$ cat config.mk
export PLATFORM = sky130hd
export DESIGN_NAME = dssc_top
export DESIGN_NICKNAME = d
export VERILOG_FILES = /design/src/hdl/dssc_pkg.sv /design/src/hdl/dssc_top.sv /design/src/hdl/dssc_interval_timer.sv
export VERILOG_INCLUDE_DIRS = /design/src /design/src/hdl
export SDC_FILE = /design/constraint.sdc
export NUM_CORES = 1
export LEC_CHECK = 0
export ABC_AREA = 1
export BUFFER_PORTS_ARGS = -buffer_cell sky130_fd_sc_hd__buf_4
export CAP_MARGIN = 20
export CORE_UTILIZATION = 60
export CTS_CLUSTER_DIAMETER = 30
export DETAILED_ROUTE_END_ITERATION = 10
export PLACE_DENSITY_LB_ADDON = 0.08
export SLEW_MARGIN = 10
export SYNTH_ARGS = -nofsm -noshare
export SYNTH_HDL_FRONTEND = slang
export SYNTH_SLANG_ARGS = --single-unit
$ cat constraint.sdc
create_clock -name pclk -period 11.3 [get_ports pclk]
set_input_delay 0.565 -clock pclk [delete_from_list [all_inputs] [get_ports pclk]]
set_output_delay 0.565 -clock pclk [all_outputs]
set_load 0.01 [all_outputs]
$ cat src/hdl/dssc_defs.svh
// Purpose: Constants of the seek and sense command block
// Assumes: pclk at 100 MHz
// Notes: Definitions only
`ifndef DSSC_DEFS_SVH
`define DSSC_DEFS_SVH
// ----------------------------------------
// Register map and fields
// ----------------------------------------
`define DSSC_ADDR_DATA 8'h00
`define DSSC_ADDR_STAT 8'h04
`define DSSC_ADDR_CFG 8'h08
`define DSSC_CFG_XTR 0
`define DSSC_CFG_FOUR 1
`define DSSC_CFG_EXCH 2
`define DSSC_CFG_RATE 5:4
`define DSSC_CFG_STEP_RATE 11:8
`define DSSC_CFG_DBP 23:16
`define DSSC_CFG_MASK 32'h00ff0f37
`define DSSC_CFG_RST 32'h00000000
// ----------------------------------------
// Commands and result codes
// ----------------------------------------
`define DSSC_OP_SEEK 8'h0f
`define DSSC_OP_SENSE_DRV 8'h04
`define DSSC_OP_SENSE_INT 8'h08
`define DSSC_OP_SET_TRK 8'h21
`define DSSC_OP_SET_TRK_MASK 8'hbf
`define DSSC_OP_WNR 6
`define DSSC_STRK_TAG 5'h06
`define DSSC_SEEK_BYTES 2'h2
`define DSSC_SEEK_BYTES_XTR 2'h3
`define DSSC_SDS_BYTES 2'h1
`define DSSC_STRK_BYTES 2'h2
`define DSSC_SINT_RES 2'h2
`define DSSC_SINT_RES_XTR 2'h3
`define DSSC_ONE_RES 2'h1
`define DSSC_CAUSE_INVALID 8'h80
`define DSSC_CAUSE_NORMAL 2'h0
`define DSSC_CAUSE_ABNORMAL 2'h1
`define DSSC_CAUSE_POLL 2'h3
`define DSSC_DSTAT_TWO_SIDE 1'b1
// ----------------------------------------
// Timing
// ----------------------------------------
`define DSSC_CLK_MHZ 100
`define DSSC_RATE_500K 2'h0
`define DSSC_RATE_300K 2'h1
`define DSSC_RATE_250K 2'h2
`define DSSC_RATE_1M 2'h3
`define DSSC_STEP_SPAN 5'h10
`define DSSC_STEP_US_1M 12'h1f4
`define DSSC_STEP_US_500K 12'h3e8
`define DSSC_STEP_US_300K 12'h686
`define DSSC_STEP_US_250K 12'h7d0
`define DSSC_DBP_US_FAST 12'h3e8
`define DSSC_DBP_US_300K 12'hd05
`define DSSC_DBP_US_250K 12'hfa0
`define DSSC_STEP_WIDTH_US 1
`endif

$ cat src/hdl/dssc_pkg.sv
// Purpose: Types of the seek and sense command block
// Assumes: Nothing
// Notes: Constants live in dssc_defs.svh
package dssc_pkg;
	typedef enum logic [1:0] {CMD_OPCODE, CMD_PARAM, CMD_EXEC, CMD_RESULT} dssc_cmd_t;
	typedef enum logic [1:0] {SK_IDLE, SK_DELAY, SK_STEP} dssc_seek_t;
	typedef logic [11:0] dssc_track_t;
endpackage

$ cat src/hdl/dssc_top.sv
// Purpose: Seek, sense drive status, sense interrupt and set track command handling
// Assumes: APB slave on pclk; drive status inputs synchronous to pclk
// Notes: Specify parameters and extended range come from the config register
// What this block does
// - Seek steps the selected drive until the requested track is reached.
// - Extended range makes tracks 12-bit; fourth seek byte carries upper nibble.
// - After the last seek byte the selected drive's busy bit sets.
// - Command side goes idle at once, then delay-before-processing runs before first step.
// - Compare target with present track for step count and direction.
// - Steps run during polling, spaced by the programmed step rate.
// - Interrupt one step period after last pulse; seek has no result bytes.
// - Sense drive status returns one status-3 byte and no interrupt.
// - Sense interrupt with nothing pending is an invalid command.
// - Positioning and polling interrupts clear on first sense interrupt result read.
// - Drive-ready polling interrupt is reported only after reset.
// - Status-0 bits 7..5 give cause: 110 poll, 001 normal, 01x abnormal.
// - Routine command interrupts clear by themselves, no sense interrupt needed.
// - Main status bit 7 shows the host request flag.
// - Sense interrupt returns status 0, track low byte, and nibble if extended.
// - Set track reads or writes the stored present track, no interrupt.
// - Step interval is sixteen minus step rate, scaled by data rate.
// - Drive codes 2 and 3 need four-drive mode; code 2 also exchange.
//
// Implementation choices: the register addresses and the APB register port.
`timescale 1ns/1ps
`default_nettype none
`include "dssc_defs.svh"
module dssc_top #(
	parameter logic [7:0] CYC_PER_US = 8'(`DSSC_CLK_MHZ)
) (
	input wire logic pclk,
	input wire logic presetn,
	input wire logic psel,
	input wire logic penable,
	input wire logic pwrite,
	input wire logic [7:0] paddr,
	input wire logic [31:0] pwdata,
	output logic [31:0] prdata,
	output logic pready,
	output logic pslverr,
	input wire logic [3:0] drive_ready,
	input wire logic [3:0] track_zero,
	input wire logic [3:0] write_protect,
	output logic step_n,
	output logic dir_out,
	output logic [1:0] drive_sel,
	output logic head_sel,
	output logic int_req
);
	localparam logic [7:0] STEP_W_CYC = 8'(`DSSC_STEP_WIDTH_US * CYC_PER_US);

	// ----------------------------------------
	// State
	// ----------------------------------------
	logic pready_q, pready_d, pslverr_q, pslverr_d;
	logic [31:0] prdata_q, prdata_d, cfg_q, cfg_d;
	dssc_pkg::dssc_cmd_t st_q, st_d;
	logic [7:0] op_q, op_d;
	logic [1:0] need_q, need_d, bcnt_q, bcnt_d, rcnt_q, rcnt_d, ridx_q, ridx_d;
	logic [7:0] par_q [0:3];
	logic [7:0] par_d [0:3];
	logic [7:0] res_q [0:3];
	logic [7:0] res_d [0:3];
	dssc_pkg::dssc_track_t trk_q [0:3];
	dssc_pkg::dssc_track_t trk_d [0:3];
	logic int_q, int_d, poll_q, poll_d, head_q, head_d;
	logic [7:0] cause_q, cause_d;
	logic [3:0] busy_q, busy_d;
	logic [1:0] sel_q, sel_d;
	dssc_pkg::dssc_seek_t sk_q, sk_d;
	logic [1:0] skdrv_q, skdrv_d;
	dssc_pkg::dssc_track_t sktgt_q, sktgt_d, steps_q, steps_d;
	logic dir_q, dir_d, abn_q, abn_d, step_n_q, step_n_d;
	logic [7:0] wcnt_q, wcnt_d;
	logic acc, wr_data, rd_data, host_request_flag;
	logic seek_go, sk_fin, do_pulse, tstart, tdone, msb;
	logic [1:0] ds, pick;
	dssc_pkg::dssc_track_t cur, tgt;
	logic [7:0] tmult, sk_cause;
	logic [11:0] tunit;

	// ----------------------------------------
	// Helpers
	// ----------------------------------------
	function automatic logic dssc_drv_ok(input logic [1:0] d, input logic [31:0] c);
		return !d[1] || c[`DSSC_CFG_FOUR] || (d == 2'h2 && c[`DSSC_CFG_EXCH]);
	endfunction

	// Exchange swaps logical drives 0 and 2 onto the physical lines
	function automatic logic [1:0] dssc_phys(input logic [1:0] d, input logic [31:0] c);
		return (c[`DSSC_CFG_EXCH] && !d[0]) ? {~d[1], 1'b0} : d;
	endfunction

	function automatic logic [11:0] dssc_step_unit(input logic [1:0] r);
		unique case (r)
			`DSSC_RATE_1M: return `DSSC_STEP_US_1M;
			`DSSC_RATE_500K: return `DSSC_STEP_US_500K;
			`DSSC_RATE_300K: return `DSSC_STEP_US_300K;
			`DSSC_RATE_250K: return `DSSC_STEP_US_250K;
		endcase
	endfunction

	function automatic logic [11:0] dssc_dbp_unit(input logic [1:0] r);
		unique case (r)
			`DSSC_RATE_1M, `DSSC_RATE_500K: return `DSSC_DBP_US_FAST;
			`DSSC_RATE_300K: return `DSSC_DBP_US_300K;
			`DSSC_RATE_250K: return `DSSC_DBP_US_250K;
		endcase
	endfunction

	// ----------------------------------------
	// APB slave
	// ----------------------------------------
	assign acc = psel && penable && pready_q;
	assign wr_data = acc && pwrite && (paddr == `DSSC_ADDR_DATA);
	assign rd_data = acc && !pwrite && (paddr == `DSSC_ADDR_DATA);
	assign host_request_flag = (st_q != dssc_pkg::CMD_EXEC);

	always_comb begin
		pready_d = 1'b0;
		pslverr_d = 1'b0;
		prdata_d = prdata_q;
		cfg_d = cfg_q;
		if (psel && penable && !pready_q) begin
			pready_d = 1'b1;
			prdata_d = 32'h0;
			case (paddr)
				`DSSC_ADDR_DATA: begin
					if (!pwrite && st_q == dssc_pkg::CMD_RESULT)
						prdata_d = {24'h0, res_q[ridx_q]};
				end
				`DSSC_ADDR_STAT: begin
					prdata_d = {24'h0, host_request_flag, st_q == dssc_pkg::CMD_RESULT, 1'b0,
						st_q != dssc_pkg::CMD_OPCODE, busy_q};
				end
				`DSSC_ADDR_CFG: prdata_d = cfg_q;
				default: pslverr_d = 1'b1;
			endcase
		end
		if (acc && pwrite && paddr == `DSSC_ADDR_CFG)
			cfg_d = pwdata & `DSSC_CFG_MASK;
	end

	always_ff @(posedge pclk or negedge presetn) begin
		if (!presetn) begin
			pready_q <= 1'b0;
			pslverr_q <= 1'b0;
			prdata_q <= 32'h0;
			cfg_q <= `DSSC_CFG_RST;
		end else begin
			pready_q <= pready_d;
			pslverr_q <= pslverr_d;
			prdata_q <= prdata_d;
			cfg_q <= cfg_d;
		end
	end

	// ----------------------------------------
	// Command interpreter
	// ----------------------------------------
	always_comb begin
		st_d = st_q;
		op_d = op_q;
		need_d = need_q;
		bcnt_d = bcnt_q;
		par_d = par_q;
		res_d = res_q;
		rcnt_d = rcnt_q;
		ridx_d = ridx_q;
		int_d = int_q;
		cause_d = cause_q;
		trk_d = trk_q;
		busy_d = busy_q;
		poll_d = poll_q;
		sel_d = sel_q;
		head_d = head_q;
		seek_go = 1'b0;
		pick = 2'h0;
		ds = par_q[0][1:0];
		msb = par_q[0][2];
		cur = trk_q[ds];
		tgt = cfg_q[`DSSC_CFG_XTR] ? {par_q[2][7:4], par_q[1]} : {4'h0, par_q[1]};
		unique case (st_q)
			dssc_pkg::CMD_OPCODE: if (wr_data) begin
				op_d = pwdata[7:0];
				bcnt_d = 2'h0;
				st_d = dssc_pkg::CMD_PARAM;
				if (pwdata[7:0] == `DSSC_OP_SEEK)
					need_d = cfg_q[`DSSC_CFG_XTR] ? `DSSC_SEEK_BYTES_XTR : `DSSC_SEEK_BYTES;
				else if (pwdata[7:0] == `DSSC_OP_SENSE_DRV)
					need_d = `DSSC_SDS_BYTES;
				else if ((pwdata[7:0] & `DSSC_OP_SET_TRK_MASK) == `DSSC_OP_SET_TRK)
					need_d = `DSSC_STRK_BYTES;
				else
					st_d = dssc_pkg::CMD_EXEC;
			end
			dssc_pkg::CMD_PARAM: if (wr_data) begin
				par_d[bcnt_q] = pwdata[7:0];
				bcnt_d = bcnt_q + 2'h1;
				if (bcnt_q + 2'h1 == need_q)
					st_d = dssc_pkg::CMD_EXEC;
			end
			dssc_pkg::CMD_EXEC: begin
				st_d = dssc_pkg::CMD_RESULT;
				ridx_d = 2'h0;
				rcnt_d = `DSSC_ONE_RES;
				res_d[0] = `DSSC_CAUSE_INVALID;
				if (op_q == `DSSC_OP_SEEK) begin
					// A second seek while one runs is refused as invalid
					if (sk_q == dssc_pkg::SK_IDLE && dssc_drv_ok(ds, cfg_q)) begin
						seek_go = 1'b1;
						busy_d[ds] = 1'b1;
						sel_d = dssc_phys(ds, cfg_q);
						head_d = msb;
						st_d = dssc_pkg::CMD_OPCODE;
					end
				end else if (op_q == `DSSC_OP_SENSE_DRV) begin
					if (dssc_drv_ok(ds, cfg_q))
						res_d[0] = {1'b0, write_protect[dssc_phys(ds, cfg_q)],
							drive_ready[dssc_phys(ds, cfg_q)], track_zero[dssc_phys(ds, cfg_q)],
							`DSSC_DSTAT_TWO_SIDE, msb, ds};
				end else if (op_q == `DSSC_OP_SENSE_INT) begin
					if (int_q) begin
						res_d[0] = cause_q;
						res_d[1] = trk_q[cause_q[1:0]][7:0];
						res_d[2] = {trk_q[cause_q[1:0]][11:8], 4'h0};
						rcnt_d = cfg_q[`DSSC_CFG_XTR] ? `DSSC_SINT_RES_XTR : `DSSC_SINT_RES;
					end
				end else if ((op_q & `DSSC_OP_SET_TRK_MASK) == `DSSC_OP_SET_TRK
					&& par_q[0][7:3] == `DSSC_STRK_TAG && dssc_drv_ok(ds, cfg_q)) begin
					if (op_q[`DSSC_OP_WNR] && msb)
						trk_d[ds][11:8] = par_q[1][3:0];
					else if (op_q[`DSSC_OP_WNR])
						trk_d[ds][7:0] = par_q[1];
					res_d[0] = msb ? {4'h0, trk_d[ds][11:8]} : trk_d[ds][7:0];
				end
			end
			dssc_pkg::CMD_RESULT: if (rd_data) begin
				if (op_q == `DSSC_OP_SENSE_INT && ridx_q == 2'h0 && res_q[0] != `DSSC_CAUSE_INVALID)
					int_d = 1'b0;
				ridx_d = ridx_q + 2'h1;
				if (ridx_q + 2'h1 == rcnt_q)
					st_d = dssc_pkg::CMD_OPCODE;
			end
		endcase
		for (int i = 3; i >= 0; i--) begin
			if (drive_ready[i])
				pick = 2'(i);
		end
		// Only positioning and polling latch the interrupt; routine ones never wait here
		if (poll_q && st_q == dssc_pkg::CMD_OPCODE && !int_q && |drive_ready) begin
			poll_d = 1'b0;
			int_d = 1'b1;
			cause_d = {`DSSC_CAUSE_POLL, 1'b0, 3'h0, pick};
		end
		// Set beats a same-cycle clear by the host's read
		if (sk_fin) begin
			int_d = 1'b1;
			busy_d = 4'h0;
			cause_d = sk_cause;
			if (!abn_q)
				trk_d[skdrv_q] = sktgt_q;
		end
	end

	always_ff @(posedge pclk or negedge presetn) begin
		if (!presetn) begin
			st_q <= dssc_pkg::CMD_OPCODE;
			op_q <= 8'h00;
			need_q <= 2'h0;
			bcnt_q <= 2'h0;
			rcnt_q <= 2'h0;
			ridx_q <= 2'h0;
			int_q <= 1'b0;
			cause_q <= 8'h00;
			busy_q <= 4'h0;
			poll_q <= 1'b1;
			sel_q <= 2'h0;
			head_q <= 1'b0;
			for (int i = 0; i < 4; i++) begin
				par_q[i] <= 8'h00;
				res_q[i] <= 8'h00;
				trk_q[i] <= 12'h000;
			end
		end else begin
			st_q <= st_d;
			op_q <= op_d;
			need_q <= need_d;
			bcnt_q <= bcnt_d;
			rcnt_q <= rcnt_d;
			ridx_q <= ridx_d;
			int_q <= int_d;
			cause_q <= cause_d;
			busy_q <= busy_d;
			poll_q <= poll_d;
			sel_q <= sel_d;
			head_q <= head_d;
			par_q <= par_d;
			res_q <= res_d;
			trk_q <= trk_d;
		end
	end

	// ----------------------------------------
	// Seek engine
	// ----------------------------------------
	always_comb begin
		sk_d = sk_q;
		skdrv_d = skdrv_q;
		sktgt_d = sktgt_q;
		steps_d = steps_q;
		dir_d = dir_q;
		abn_d = abn_q;
		step_n_d = step_n_q;
		wcnt_d = wcnt_q;
		sk_fin = 1'b0;
		do_pulse = 1'b0;
		tstart = 1'b0;
		tmult = 8'(`DSSC_STEP_SPAN - {1'b0, cfg_q[`DSSC_CFG_STEP_RATE]});
		tunit = dssc_step_unit(cfg_q[`DSSC_CFG_RATE]);
		sk_cause = {abn_q ? `DSSC_CAUSE_ABNORMAL : `DSSC_CAUSE_NORMAL, 1'b1, 2'h0, head_q,
			skdrv_q};
		if (!step_n_q) begin
			wcnt_d = wcnt_q + 8'h1;
			if (wcnt_q == STEP_W_CYC - 8'h1)
				step_n_d = 1'b1;
		end
		unique case (sk_q)
			dssc_pkg::SK_IDLE: if (seek_go) begin
				sk_d = dssc_pkg::SK_DELAY;
				skdrv_d = ds;
				sktgt_d = tgt;
				dir_d = tgt > cur;
				steps_d = (tgt > cur) ? tgt - cur : cur - tgt;
				abn_d = !drive_ready[dssc_phys(ds, cfg_q)];
				tstart = 1'b1;
				tmult = cfg_q[`DSSC_CFG_DBP];
				tunit = dssc_dbp_unit(cfg_q[`DSSC_CFG_RATE]);
			end
			dssc_pkg::SK_DELAY: if (tdone) begin
				if (abn_q || steps_q == 12'h000) begin
					sk_fin = 1'b1;
					sk_d = dssc_pkg::SK_IDLE;
				end else begin
					do_pulse = 1'b1;
				end
			end
			dssc_pkg::SK_STEP: if (tdone) begin
				// The last period elapses before the interrupt
				if (steps_q == 12'h000) begin
					sk_fin = 1'b1;
					sk_d = dssc_pkg::SK_IDLE;
				end else begin
					do_pulse = 1'b1;
				end
			end
		endcase
		if (do_pulse) begin
			sk_d = dssc_pkg::SK_STEP;
			step_n_d = 1'b0;
			wcnt_d = 8'h00;
			steps_d = steps_q - 12'h001;
			tstart = 1'b1;
		end
	end

	always_ff @(posedge pclk or negedge presetn) begin
		if (!presetn) begin
			sk_q <= dssc_pkg::SK_IDLE;
			skdrv_q <= 2'h0;
			sktgt_q <= 12'h000;
			steps_q <= 12'h000;
			dir_q <= 1'b0;
			abn_q <= 1'b0;
			step_n_q <= 1'b1;
			wcnt_q <= 8'h00;
		end else begin
			sk_q <= sk_d;
			skdrv_q <= skdrv_d;
			sktgt_q <= sktgt_d;
			steps_q <= steps_d;
			dir_q <= dir_d;
			abn_q <= abn_d;
			step_n_q <= step_n_d;
			wcnt_q <= wcnt_d;
		end
	end

	dssc_interval_timer u_timer (
		.pclk(pclk),
		.presetn(presetn),
		.start(tstart),
		.mult(tmult),
		.unit_us(tunit),
		.cyc_per_us(CYC_PER_US),
		.done(tdone)
	);

	assign prdata = prdata_q;
	assign pready = pready_q;
	assign pslverr = pslverr_q;
	assign step_n = step_n_q;
	assign dir_out = dir_q;
	assign drive_sel = sel_q;
	assign head_sel = head_q;
	assign int_req = int_q;
endmodule // dssc_top
`default_nettype wire

$ cat src/hdl/dssc_interval_timer.sv
// Purpose: Millisecond-scale interval timer for seek delays and step periods
// Assumes: start is a one-cycle pulse
// Notes: done pulses mult*unit_us*cyc_per_us cycles after start, or 2 cycles after start when that product is below 2
`timescale 1ns/1ps
`default_nettype none
module dssc_interval_timer (
	input wire logic pclk,
	input wire logic presetn,
	input wire logic start,
	input wire logic [7:0] mult,
	input wire logic [11:0] unit_us,
	input wire logic [7:0] cyc_per_us,
	output logic done
);
	logic [31:0] cnt_q, cnt_d;
	logic run_q, run_d, done_q, done_d;

	always_comb begin
		cnt_d = cnt_q;
		run_d = run_q;
		done_d = 1'b0;
		if (start) begin
			cnt_d = 32'(mult) * 32'(unit_us) * 32'(cyc_per_us);
			run_d = 1'b1;
		end else if (run_q) begin
			// Done is registered, so stop one count early to hit the period exactly
			if (cnt_q <= 32'h2) begin
				run_d = 1'b0;
				done_d = 1'b1;
			end else begin
				cnt_d = cnt_q - 32'h1;
			end
		end
	end

	always_ff @(posedge pclk or negedge presetn) begin
		if (!presetn) begin
			cnt_q <= 32'h0;
			run_q <= 1'b0;
			done_q <= 1'b0;
		end else begin
			cnt_q <= cnt_d;
			run_q <= run_d;
			done_q <= done_d;
		end
	end

	assign done = done_q;
endmodule // dssc_interval_timer
`default_nettype wire

# Word-level counts from Yosys, hierarchy flattened
# Cells that the tools add are included.
# totals
register_bits,259
input_bits,57
out_inout_bits,40
# classes
n_addsub,8
multipliers,2
magnitude_cmp,13
eq_ne,36
n_mux,149
bitwise_logic,9
reduce_logical,70
# ops
cell,n
two-way mux 48 bit,14
two-way mux 12 bit,15
bitwise mux 48 bit,3
two-way mux 8 bit,16
two-way mux 32 bit,3
binary-select mux 12 bit (select 2 bit),3
demux 12 bit (select 2 bit),3
case mux 24 bit (3 select lines),1
two-way mux 2 bit,31
two-way mux 24 bit,2
case mux 12 bit (4 select lines),1
two-way mux 1 bit,37
case mux 12 bit (3 select lines),1
bitwise mux 32 bit,1
== test 8 x 4 -> 1 bit (second input constant),4
<= comparator 32 x 2 -> 1 bit (second input constant),1
two-way mux 16 bit,2
subtractor 32 x 1 -> 32 bit (second input constant),1
multiplier 20 x 5 -> 25 bit (second input constant),1
== test 8 x 3 -> 1 bit (second input constant),3
logical AND 1 bit,24
subtractor 12 bit,2
multiplier 8 x 12 -> 20 bit,1
nonzero test 2 bit,10
44 further kinds,107

# Logic depth before layout (Yosys ltp)
# Gate-level depths: netlist of run 1.
# depth
ltp_word,21
ltp_mapped,45
mapped_depth_nobuf,44

# Cells and area by module
# Synthesis of run 1 repeated with hierarchy kept, for this count alone.
# unflattened
cells_unflattened,3544
hier_area_um2,24179.4
# by_module_without_submodules
module,instances,cells_per_inst,area_per_inst_um2,seq_area_each_um2
dssc_top,1,1899,13152.6,4982.3
dssc_interval_timer,1,1645,11026.8,850.8

# Least setup slack after synthesis of run 1
# No wires, ideal clock.
# synth_timing
path_kind,register -> register
from,reg cfg_q[4]
to,reg u_timer.cnt_q[17]
arrival_time_ps,7407
setup_slack_ps,3768
stages_incl_launch_ff,35
path_buffers,1
cell_sequence,dfrtp_1 -> inv_1 -> ha_1 -> buf_1 -> clkinv_1 -> nor2_1 -> inv_1 -> o21ai_1 -> inv_1 -> nand2_1 -> fa_1 -> fa_1 -> inv_1 -> fa_1 -> inv_1 -> fa_1 -> inv_1 -> ha_1 -> nand2_1 -> inv_1 -> a21boi_0 -> o21ai_0 -> xor2_1 -> ha_1 -> ha_1 -> inv_1 -> fa_1 -> inv_1 -> ha_1 -> a21oi_1 -> a21boi_0 -> nand2_1 -> or2_2 -> nand3_1 -> nand3_1
# synth_between
elab_chain_cells,8
# synth_lines
element,line_no,rtl
start: declaration,dssc_top.sv:56,"logic [31:0] prdata_q, prdata_d, cfg_q, cfg_d;"
start signal: assignment,dssc_top.sv:149,cfg_q <= `DSSC_CFG_RST;
start signal: assignment,dssc_top.sv:154,cfg_q <= cfg_d;
== test 2 bit / logical NOT 2 bit (equally long branches),"dssc_top.sv:95, dssc_top.sv:104",
OR reduction 2 bit,dssc_top.sv:104,unique case (r)
case mux 12 bit (3 select lines),dssc_top.sv:104,
two-way mux 12 bit,dssc_top.sv:329,dssc_pkg::SK_IDLE: if (seek_go) begin
two-way mux 12 bit *,dssc_top.sv:328,unique case (sk_q)
multiplier 8 x 12 -> 20 bit *,dssc_interval_timer.sv:23,cnt_d = 32'(mult) * 32'(unit_us) * 32'(cyc_per_us);
multiplier 20 x 5 -> 25 bit *,dssc_interval_timer.sv:23,
two-way mux 32 bit *,dssc_interval_timer.sv:22,if (start) begin
end signal: assignment,dssc_interval_timer.sv:42,cnt_q <= cnt_d;
end: declaration,dssc_interval_timer.sv:15,"logic [31:0] cnt_q, cnt_d;"
# Every way passes the cells marked *; elsewhere a longest branch is shown, timed or not. The select of a mux whose other input is x is not followed.
# A chain may end at the register's enable or synchronous reset.

# Worst setup path in the final report of run 1
# layout_timing
from,reg par_q (netlist bit ds[0])
to,reg u_timer.cnt_q[21]
# layout_between
elab_chain_cells,12
# layout_lines
element,line_no,rtl
start: declaration,dssc_top.sv:60,logic [7:0] par_q [0:3];
start signal: assignment,dssc_top.sv:298,par_q <= par_d;
== test 2 bit *,dssc_top.sv:86,return !d[1] || c[`DSSC_CFG_FOUR] || (d == 2'h2 && c[`DSSC_CFG_EXCH]);
logical AND 1 bit *,dssc_top.sv:86,
logical OR 1 bit *,dssc_top.sv:86,
logical AND 1 bit *,dssc_top.sv:210,"if (sk_q == dssc_pkg::SK_IDLE && dssc_drv_ok(ds, cfg_q)) begin"
two-way mux 1 bit *,dssc_top.sv:210,
two-way mux 1 bit *,dssc_top.sv:208,if (op_q == `DSSC_OP_SEEK) begin
two-way mux 1 bit *,dssc_top.sv:183,unique case (st_q)
two-way mux 8 bit (tied with other cells),dssc_top.sv:329,
two-way mux 8 bit (tied with other cells),dssc_top.sv:328,
multiplier 8 x 12 -> 20 bit / two-way mux 1 bit (equally long branches),"dssc_interval_timer.sv:23, dssc_top.sv:358",
multiplier 20 x 5 -> 25 bit (tied with other cells),dssc_interval_timer.sv:23,
two-way mux 32 bit / AND reduction 2 bit (equally long branches),--,
# Every way passes the cells marked *; elsewhere a longest branch is shown, timed or not.

==> results.md, run 1 <==
- Yosys top cell area share: 28.1%
- Post-DP HPWL: 42800 microns
- CTS Root Cell: clkbuf_16
- Top layer in use: met4
- Failing checks: negative hold slack
- DRT met1 WL: 25000 microns
- Actual slew at the worst max-slew pin: 1.03 ns
- HP Class: in -> async
- Row count: 67
- RSZ-0062 raised after global routing: no
- Net switching power: 0.913 mW
- Crit start category: register
- Final hold slack: -0.0322 ns
- Die Width: 187 microns
- Final worst path period share: 81.8%
- Placer congestion estimate: 0.928
- # setup viols final: 0
- R2R setup slack: 2.06 ns
- Critical path's largest stage delay: 0.77 ns
- Worst Setup End Kind: register
- WL final: 60500 microns
- Global route overflow: 0
- Synth warn: 0
- Post-CTS sizing: 0
- P per Cell Area: 135 mW/mm^2
- Sink Count: 233
- # hold bufs at CTS: 0
- Internal power: 2.26 mW
- Final nets: 3289
- WL met2: 28800 microns
- First drt pass iteration count: 9
- Metal3 WL: 3970 microns
- Leak: 12.2 nW
- Total die area: 0.0350 sq mm
- Port bufs: 72
- Reg power frac: 27.2%
- Syn-to-layout area delta: 14.6%
- Combinational Power Share: 14.1%
- Sw Ratio: 28.8%
- Fmax: 0.108 GHz
- Via count: 19931
- Mapped cell area: 0.0205 sq mm
- #FFs+latches synth: 233
- Status: finished, violations left
- Worst setup path class: reg -> reg
- Worst skew pair latency: 0.64 ns
- I/O pin count: 97
- Residual DRC: 0
- Rel. slew slack: 31.5%
- Largest net degree at the start of global routing: 102
- Peak supply drop: 0.000157 V
- CTS tree: built
- Die Ht: 187 microns
- Layout cells sized above 1: 8.07%
- CP max-delay cell: dfrtp_1
- Initial core utilization: 61.1%
- Vias in the first global route: 19937
- Initial DRC Count: 1829
- Cells after Synth: 2953
- Final ANT Viol Nets: 0
- Yosys cell types: 53
- Clk_skew: 0.0458 ns
- Area leader, netlist: dfrtp_1
- Clock Path Buffers: 3
- TritonCTS buffer count: 61
- Avg Cell Area, Syn: 6.96 sq um
- Final Slew Violations: 0
- Top post-synthesis cells by area: dfrtp_1, nand2_1, ha_1
- Drt via density: 5.68
- Register area share after synthesis: 28.4%
- Critical Path AT: 9.73 ns
- Setup TNS: 0 ns
- Tot Pwr: 3.18 mW
- Critical Path RT: 11.79 ns
- Crit-path max FO: 17
- Global-route wire length before repair: 99900 microns
- Final hold viol count: 14
- Routed WL per cell: 17.2 microns
- Core Area: 0.0336 sq mm
- H-tree levels: 2
- Postcts setup bufs: 0
- Worst-path clk slew: 0.05 ns
- Initial antenna violation count: 0
- All-Layer GR Usage: 35.3%
- Antenna cells: 0
- Max_cap viols: 0
- Clock power frac: 58.7%
- Fillers: 2873
- Min Tclk post-route: 9.24 ns
==> logic make-up after synthesis <==
| group | after synthesis | share of synthesized area [%] |
|---|---|---|
| AOI/OAI and AO/OA | 436 | 11.8 |
| xor gates and xnor gates | 76 | 3.24 |
| adders and majority gates | 221 | 16.3 |
| buffers and inverters | 533 | 10.3 |
| DFF | 233 | 28.4 |
| other | 2 | 0.0365 |
| and+or+nand+nor | 1452 | 30.0 |
==> layer usage <==
layer	up-vias	global-route usage (%)
li1	9540	-
met1	9458	44.4
met2	758	59.8
met3	175	5.03
met4	0	16.6
met5	-	0
==> power by group through the flow <==
stage               clock network [mW]  registers, mW  logic, mW
floorplan                            0          0.867      0.324
global placement                     0          0.876      0.432
detailed placement                   0          0.876      0.441
CTS                               1.87          0.863      0.445
global route                      1.91          0.864      0.506
finish                            1.86          0.864      0.446
==> sequential cells by signal (all words and copies together), names as in the netlist, 4 cells and up <==
signal and flops:
prdata 20, par_q 17, steps_q 12, wcnt_q 8
trk_q 48, busy_q 4, sktgt_q 12, cause_q 6
u_timer.cnt_q 32, cfg_q 17, op_q 8, res_q 20
==> layout by cell type (no fill, tap or decap), drive strengths merged, types with 2 or more instances in the layout <==
master and count:
o22ai 6, buf 82, o31ai 15, and2 24, a31oi 15, o21ai 249, xnor2 21, clkinvlp 15
dfstp 2, a21oi 101, nor4 10, nand2 795, o21a 9, xor2 55, nand3b 7, a21boi 2
dfrtp 231, fa 77, inv 428, nor3 31, or2 10, conb 18, ha 144, bufinv 10
o21bai 7, nand3 180, a221oi 11, o211ai 16, a22oi 2, nand4 53, clkbuf 71, clkinv 20
nor2 341
==> path summary, 6_finish.rpt <==
path,from,end,depth (start not counted)
max in group asynchronous,presetn,u_timer.cnt_q[12]$_DFFE_PN0P_,3
hold / removal,presetn,prdata[23]$_DFFE_PN0P_,1
setup / recovery,ds[0]$_DFFE_PN0P_,u_timer.cnt_q[21]$_DFFE_PN0P_,36
setup reg to reg,ds[0]$_DFFE_PN0P_,u_timer.cnt_q[21]$_DFFE_PN0P_,36
min in group pclk,pwdata[8],cfg_q[8]$_DFFE_PN0P_,3
hold reg to reg,poll_q$_DFFE_PN1P_,poll_q$_DFFE_PN1P_,2
==> area by class of cell <==
cell class	count	area [sq um]	area share (%)
clock buffers	71	1650	6.99
repair buffers	82	651	2.76
clock inverters	43	577	2.45
well taps	448	561	2.38
flip-flops and latches	233	5830	24.8
inverters	430	1610	6.86
multi-input cells	2203	12700	53.8
==> worst max-delay path: cells and delay by family, from the launching register on <==
kind | cells | cell delay (ns)
compound gates | 5 | 1.58
xor+xnor | 1 | 0.31
fa+ha+maj | 9 | 3.77
buf+inv | 9 | 1.14
flops | 1 | 0.77
simple gates | 12 | 1.50
==> Yosys cell counts (all sizes together) <==
| library cell | count |
|---|---|
| nand4 | 53 |
| xor2 | 55 |
| dfrtp | 231 |
| nor4 | 10 |
| nand3 | 180 |
| nor2 | 341 |
| a221oi | 11 |
| fa | 77 |
| inv | 423 |
| dfstp | 2 |
| o21a | 9 |
| o221ai | 1 |
| o21ai | 249 |
| a21boi | 2 |
| xnor2 | 21 |
| clkbuf | 46 |
| a31oi | 15 |
| nand3b | 7 |
| nand2 | 795 |
| o22ai | 6 |
| buf | 57 |
| nor3b | 1 |
| o21bai | 7 |
| a22oi | 2 |
| o31ai | 15 |
| ha | 144 |
| nor3 | 31 |
| and2 | 24 |
| o211ai | 16 |
| a21o | 1 |
| a22o | 1 |
| or2 | 10 |
| a21oi | 101 |
| clkinv | 7 |
| conb | 2 |
==> stage by stage <==
| stage | worst slack [ns] | cells | util, % | hold WS [ns] | instance area [sq um] |
|---|---|---|---|---|---|
| 4_1_cts | 2.07 | 3508 | 69.9 | 0.000848 | 23500 |
| 6_report | 2.06 | 3510 | 70.0 | -0.0322 | 23500 |
| 5_1_grt | 1.41 | 3510 | 70.0 | 0.0709 | 23500 |
| 3_5_place_dp | 2.16 | 3394 | 63.3 | 0.465 | 21300 |
| 3_3_place_gp | 2.34 | 3394 | 63.3 | 0.457 | 21300 |
| 2_1_floorplan | 3.77 | 2969 | - | 0.269 | 20600 |
Note: power is estimated with default switching activity, not from simulation.
==> inputs of run 2 (changes only) <==
--- a/config.mk
+++ b/config.mk
@@ -9,7 +9,7 @@
 export ABC_AREA = 1
 export BUFFER_PORTS_ARGS = -buffer_cell sky130_fd_sc_hd__buf_4
 export CAP_MARGIN = 20
-export CORE_UTILIZATION = 60
+export CORE_UTILIZATION = 58
 export CTS_CLUSTER_DIAMETER = 30
 export DETAILED_ROUTE_END_ITERATION = 10
 export PLACE_DENSITY_LB_ADDON = 0.08
==> constraint.sdc (replaced) <==
create_clock -name pclk -period 7.75 [get_ports pclk]
set_input_delay 0.3875 -clock pclk [delete_from_list [all_inputs] [get_ports pclk]]
set_output_delay 0.3875 -clock pclk [all_outputs]
set_load 0.01 [all_outputs]
==> run 2 against run 1 <==
The flow now finishes without violations. Register-to-register slack got worse by 1.9 ns. Global-route usage shrank 0.77 points. Maximum frequency is 22% higher. Critical path depth up 2. First-iteration DRC count fell by 13%. Via count rose by 1.1%. Clock power grew 39%. Largest power group unchanged. Core utilization grew 1.4 points. Total power is 45% higher. Worst hold slack improved by 0.054 ns. Flip-flop and latch count unchanged. Die area is 3.4% higher.
==> results.md, run 2 (same netlist as run 1, synthesis figures left out) <==
- Worst setup path class: reg -> reg
- Total die area: 0.0362 sq mm (+3.4%)
- CTS tree: built
- Worst-path clk slew: 0.05 ns (about the same)
- Die Ht: 190 microns (+1.7%)
- Status: finished clean
- Post-DP HPWL: 44200 microns (+3.1%)
- WL final: 61900 microns (+2.4%)
- Rel. slew slack: 24.1% (-7.5 points)
- Port bufs: 72 (unchanged)
- Worst Setup End Kind: register
- CTS Root Cell: clkbuf_16
- Residual DRC: 0 (unchanged)
- Pre-CTS setup slack: -0.121 ns (-2.28 ns)
- Actual slew at the worst max-slew pin: 1.14 ns (+0.109 ns)
- Peak supply drop: 0.000193 V (+23%)
- Routed WL per cell: 17.2 microns (-0.42%)
- Final nets: 3384 (+2.9%)
- Drt via density: 5.58 (-1.7%)
- Initial DRC Count: 1591 (-13%)
- Commonest non-fill, non-tap cell in the layout: nand2_1
- Worst skew pair latency: 0.62 ns (-0.02 ns)
- RSZ-0062 raised after global routing: yes
- Final ANT Viol Nets: 0 (unchanged)
- First drt pass iteration count: 8 (-1)
- HP Class: in -> reg
- Final worst slack: 0.191 ns (-1.87 ns)
- Clk_skew: 0.0522 ns (+0.00641 ns)
- Layout cells sized above 1: 14.1% (+6.0 points)
- Top flop regs: trk_q: 48 flops, u_timer.cnt_q: 32 flops
- CP max-delay cell: fa_1
- Final Slew Violations: 0 (unchanged)
- Final hold slack: 0.0218 ns (+0.0540 ns)
- TritonCTS buffer count: 56 (-8.2%)
- Crit-path max FO: 8 (-9)
- Fmax: 0.132 GHz (+22%)
- H-tree levels: 2 (unchanged)
- Critical Path RT: 8.24 ns (-3.55 ns)
- Setup TNS: 0 ns (unchanged)
- Initial core utilization: 59.2% (-1.9 points)
- Critical path's largest stage delay: 0.55 ns (-0.22 ns)
- Max_cap viols: 0 (unchanged)
- Final worst path period share: 97.5% (+16 points)
- Initial antenna violation count: 0 (unchanged)
- Crit start category: register
- Most frequent cells in the layout: nand2_1, inv_1, nor2_1, dfrtp_1, o21ai_0
- P per Cell Area: 186 mW/mm^2 (+38%)
- Syn-to-layout area delta: 20.7%
- Final hold viol count: 0 (-14)
- Via count: 20147 (+1.1%)
- Min Tclk post-route: 7.56 ns (-1.68 ns)
- Vias in the first global route: 19892 (-0.23%)
- All-Layer GR Usage: 34.5% (-0.77 points)
- Leak: 12.7 nW (+4.4%)
- Core Area: 0.0347 sq mm (+3.3%)
- Global-route wire length before repair: 99400 microns (-0.48%)
- Global route overflow: 0 (unchanged)
- Sink Count: 233 (unchanged)
- Row count: 68 (+1.5%)
- Clock Path Buffers: 3 (unchanged)
- Critical Path AT: 8.04 ns (-1.69 ns)
- Die Width: 190 microns (+1.7%)
- Largest net degree at the start of global routing: 91 (-11%)
- # setup viols final: 0 (unchanged)
- Max reg flops: 48 (unchanged)
- Reg with most FFs: trk_q
- Placer congestion estimate: 0.916 (-1.3%)
- Antenna cells: 0 (unchanged)
- I/O pin count: 97 (unchanged)
[run 2: layout make-up]
type | instances | area (sq um)
Multi-Input combinational cell | 2203 | 13300
Fill cell | 2858 | 9910
Sequential cell | 233 | 5830
Inverter | 430 | 1620
Clock buffer | 64 | 1500
Timing Repair Buffer | 182 | 1430
Clock inverter | 41 | 589
Tap cell | 455 | 569
[run 2: timing repair]
action,in CTS,in global routing
pin swaps,4,66
setup buffers,0,15
gates resized for setup,13,135
hold buffers,1,0
gates cloned,0,0
setup endpoints to repair,9,13
hold endpoints to repair,87,0
[run 2: final timing paths]
kind / start / endpoint / slack, ns / cells after the start
setup / recovery: op_q[5]$_DFFE_PN0P_ / u_timer.cnt_q[25]$_DFFE_PN0P_ / 0.19 / 38
hold / removal: pwdata[8] / cfg_q[8]$_DFFE_PN0P_ / 0.02 / 3
setup reg to reg: op_q[5]$_DFFE_PN0P_ / u_timer.cnt_q[25]$_DFFE_PN0P_ / 0.19 / 38
hold reg to reg: poll_q$_DFFE_PN1P_ / poll_q$_DFFE_PN1P_ / 0.47 / 2
max in group asynchronous: presetn / wcnt_q[7]$_DFFE_PN0P_ / 5.86 / 3
min in group asynchronous: presetn / prdata[8]$_DFFE_PN0P_ / 0.42 / 2
[run 2: critical path, delay by kind of cell, from the launching register on]
family / cells / cell delay [ns]
flip-flops: 1 / 0.39
buffers and inverters: 7 / 0.58
adder cells (fa/ha/maj): 9 / 3.75
XOR/XNOR: 1 / 0.22
AND/OR/NAND/NOR: 20 / 2.37
AO/OA/AOI/OAI: 1 / 0.09
[run 2: layer usage]
metal | vias to the layer above | global-route usage, % | wire length (microns)
li1 | 9745 | - | -
met1 | 9520 | 43.9 | 25200
met2 | 709 | 58.3 | 30000
met3 | 173 | 4.67 | 4150
met4 | 0 | 16.1 | 2550
met5 | - | 0 | 0
[run 2: power by group]
| part | internal (mW) | switching (mW) |
|---|---|---|
| Clock | 1.77 | 0.812 |
| Combinational | 0.290 | 0.498 |
| Sequential | 1.23 | 0.0191 |
| Total | 3.29 | 1.33 |
[run 2: metrics by stage]
step                power [mW]  std cells  utilization, %  cell area (sq um)
CTS                       4.55       3592            69.4              24100
global route              4.80       3608            71.5              24800
detailed placement        1.97       3486            63.2              21900
global placement          1.96       3485            63.1              21900
finish                    4.62       3608            71.5              24800
floorplan                 1.74       2969               -              20600
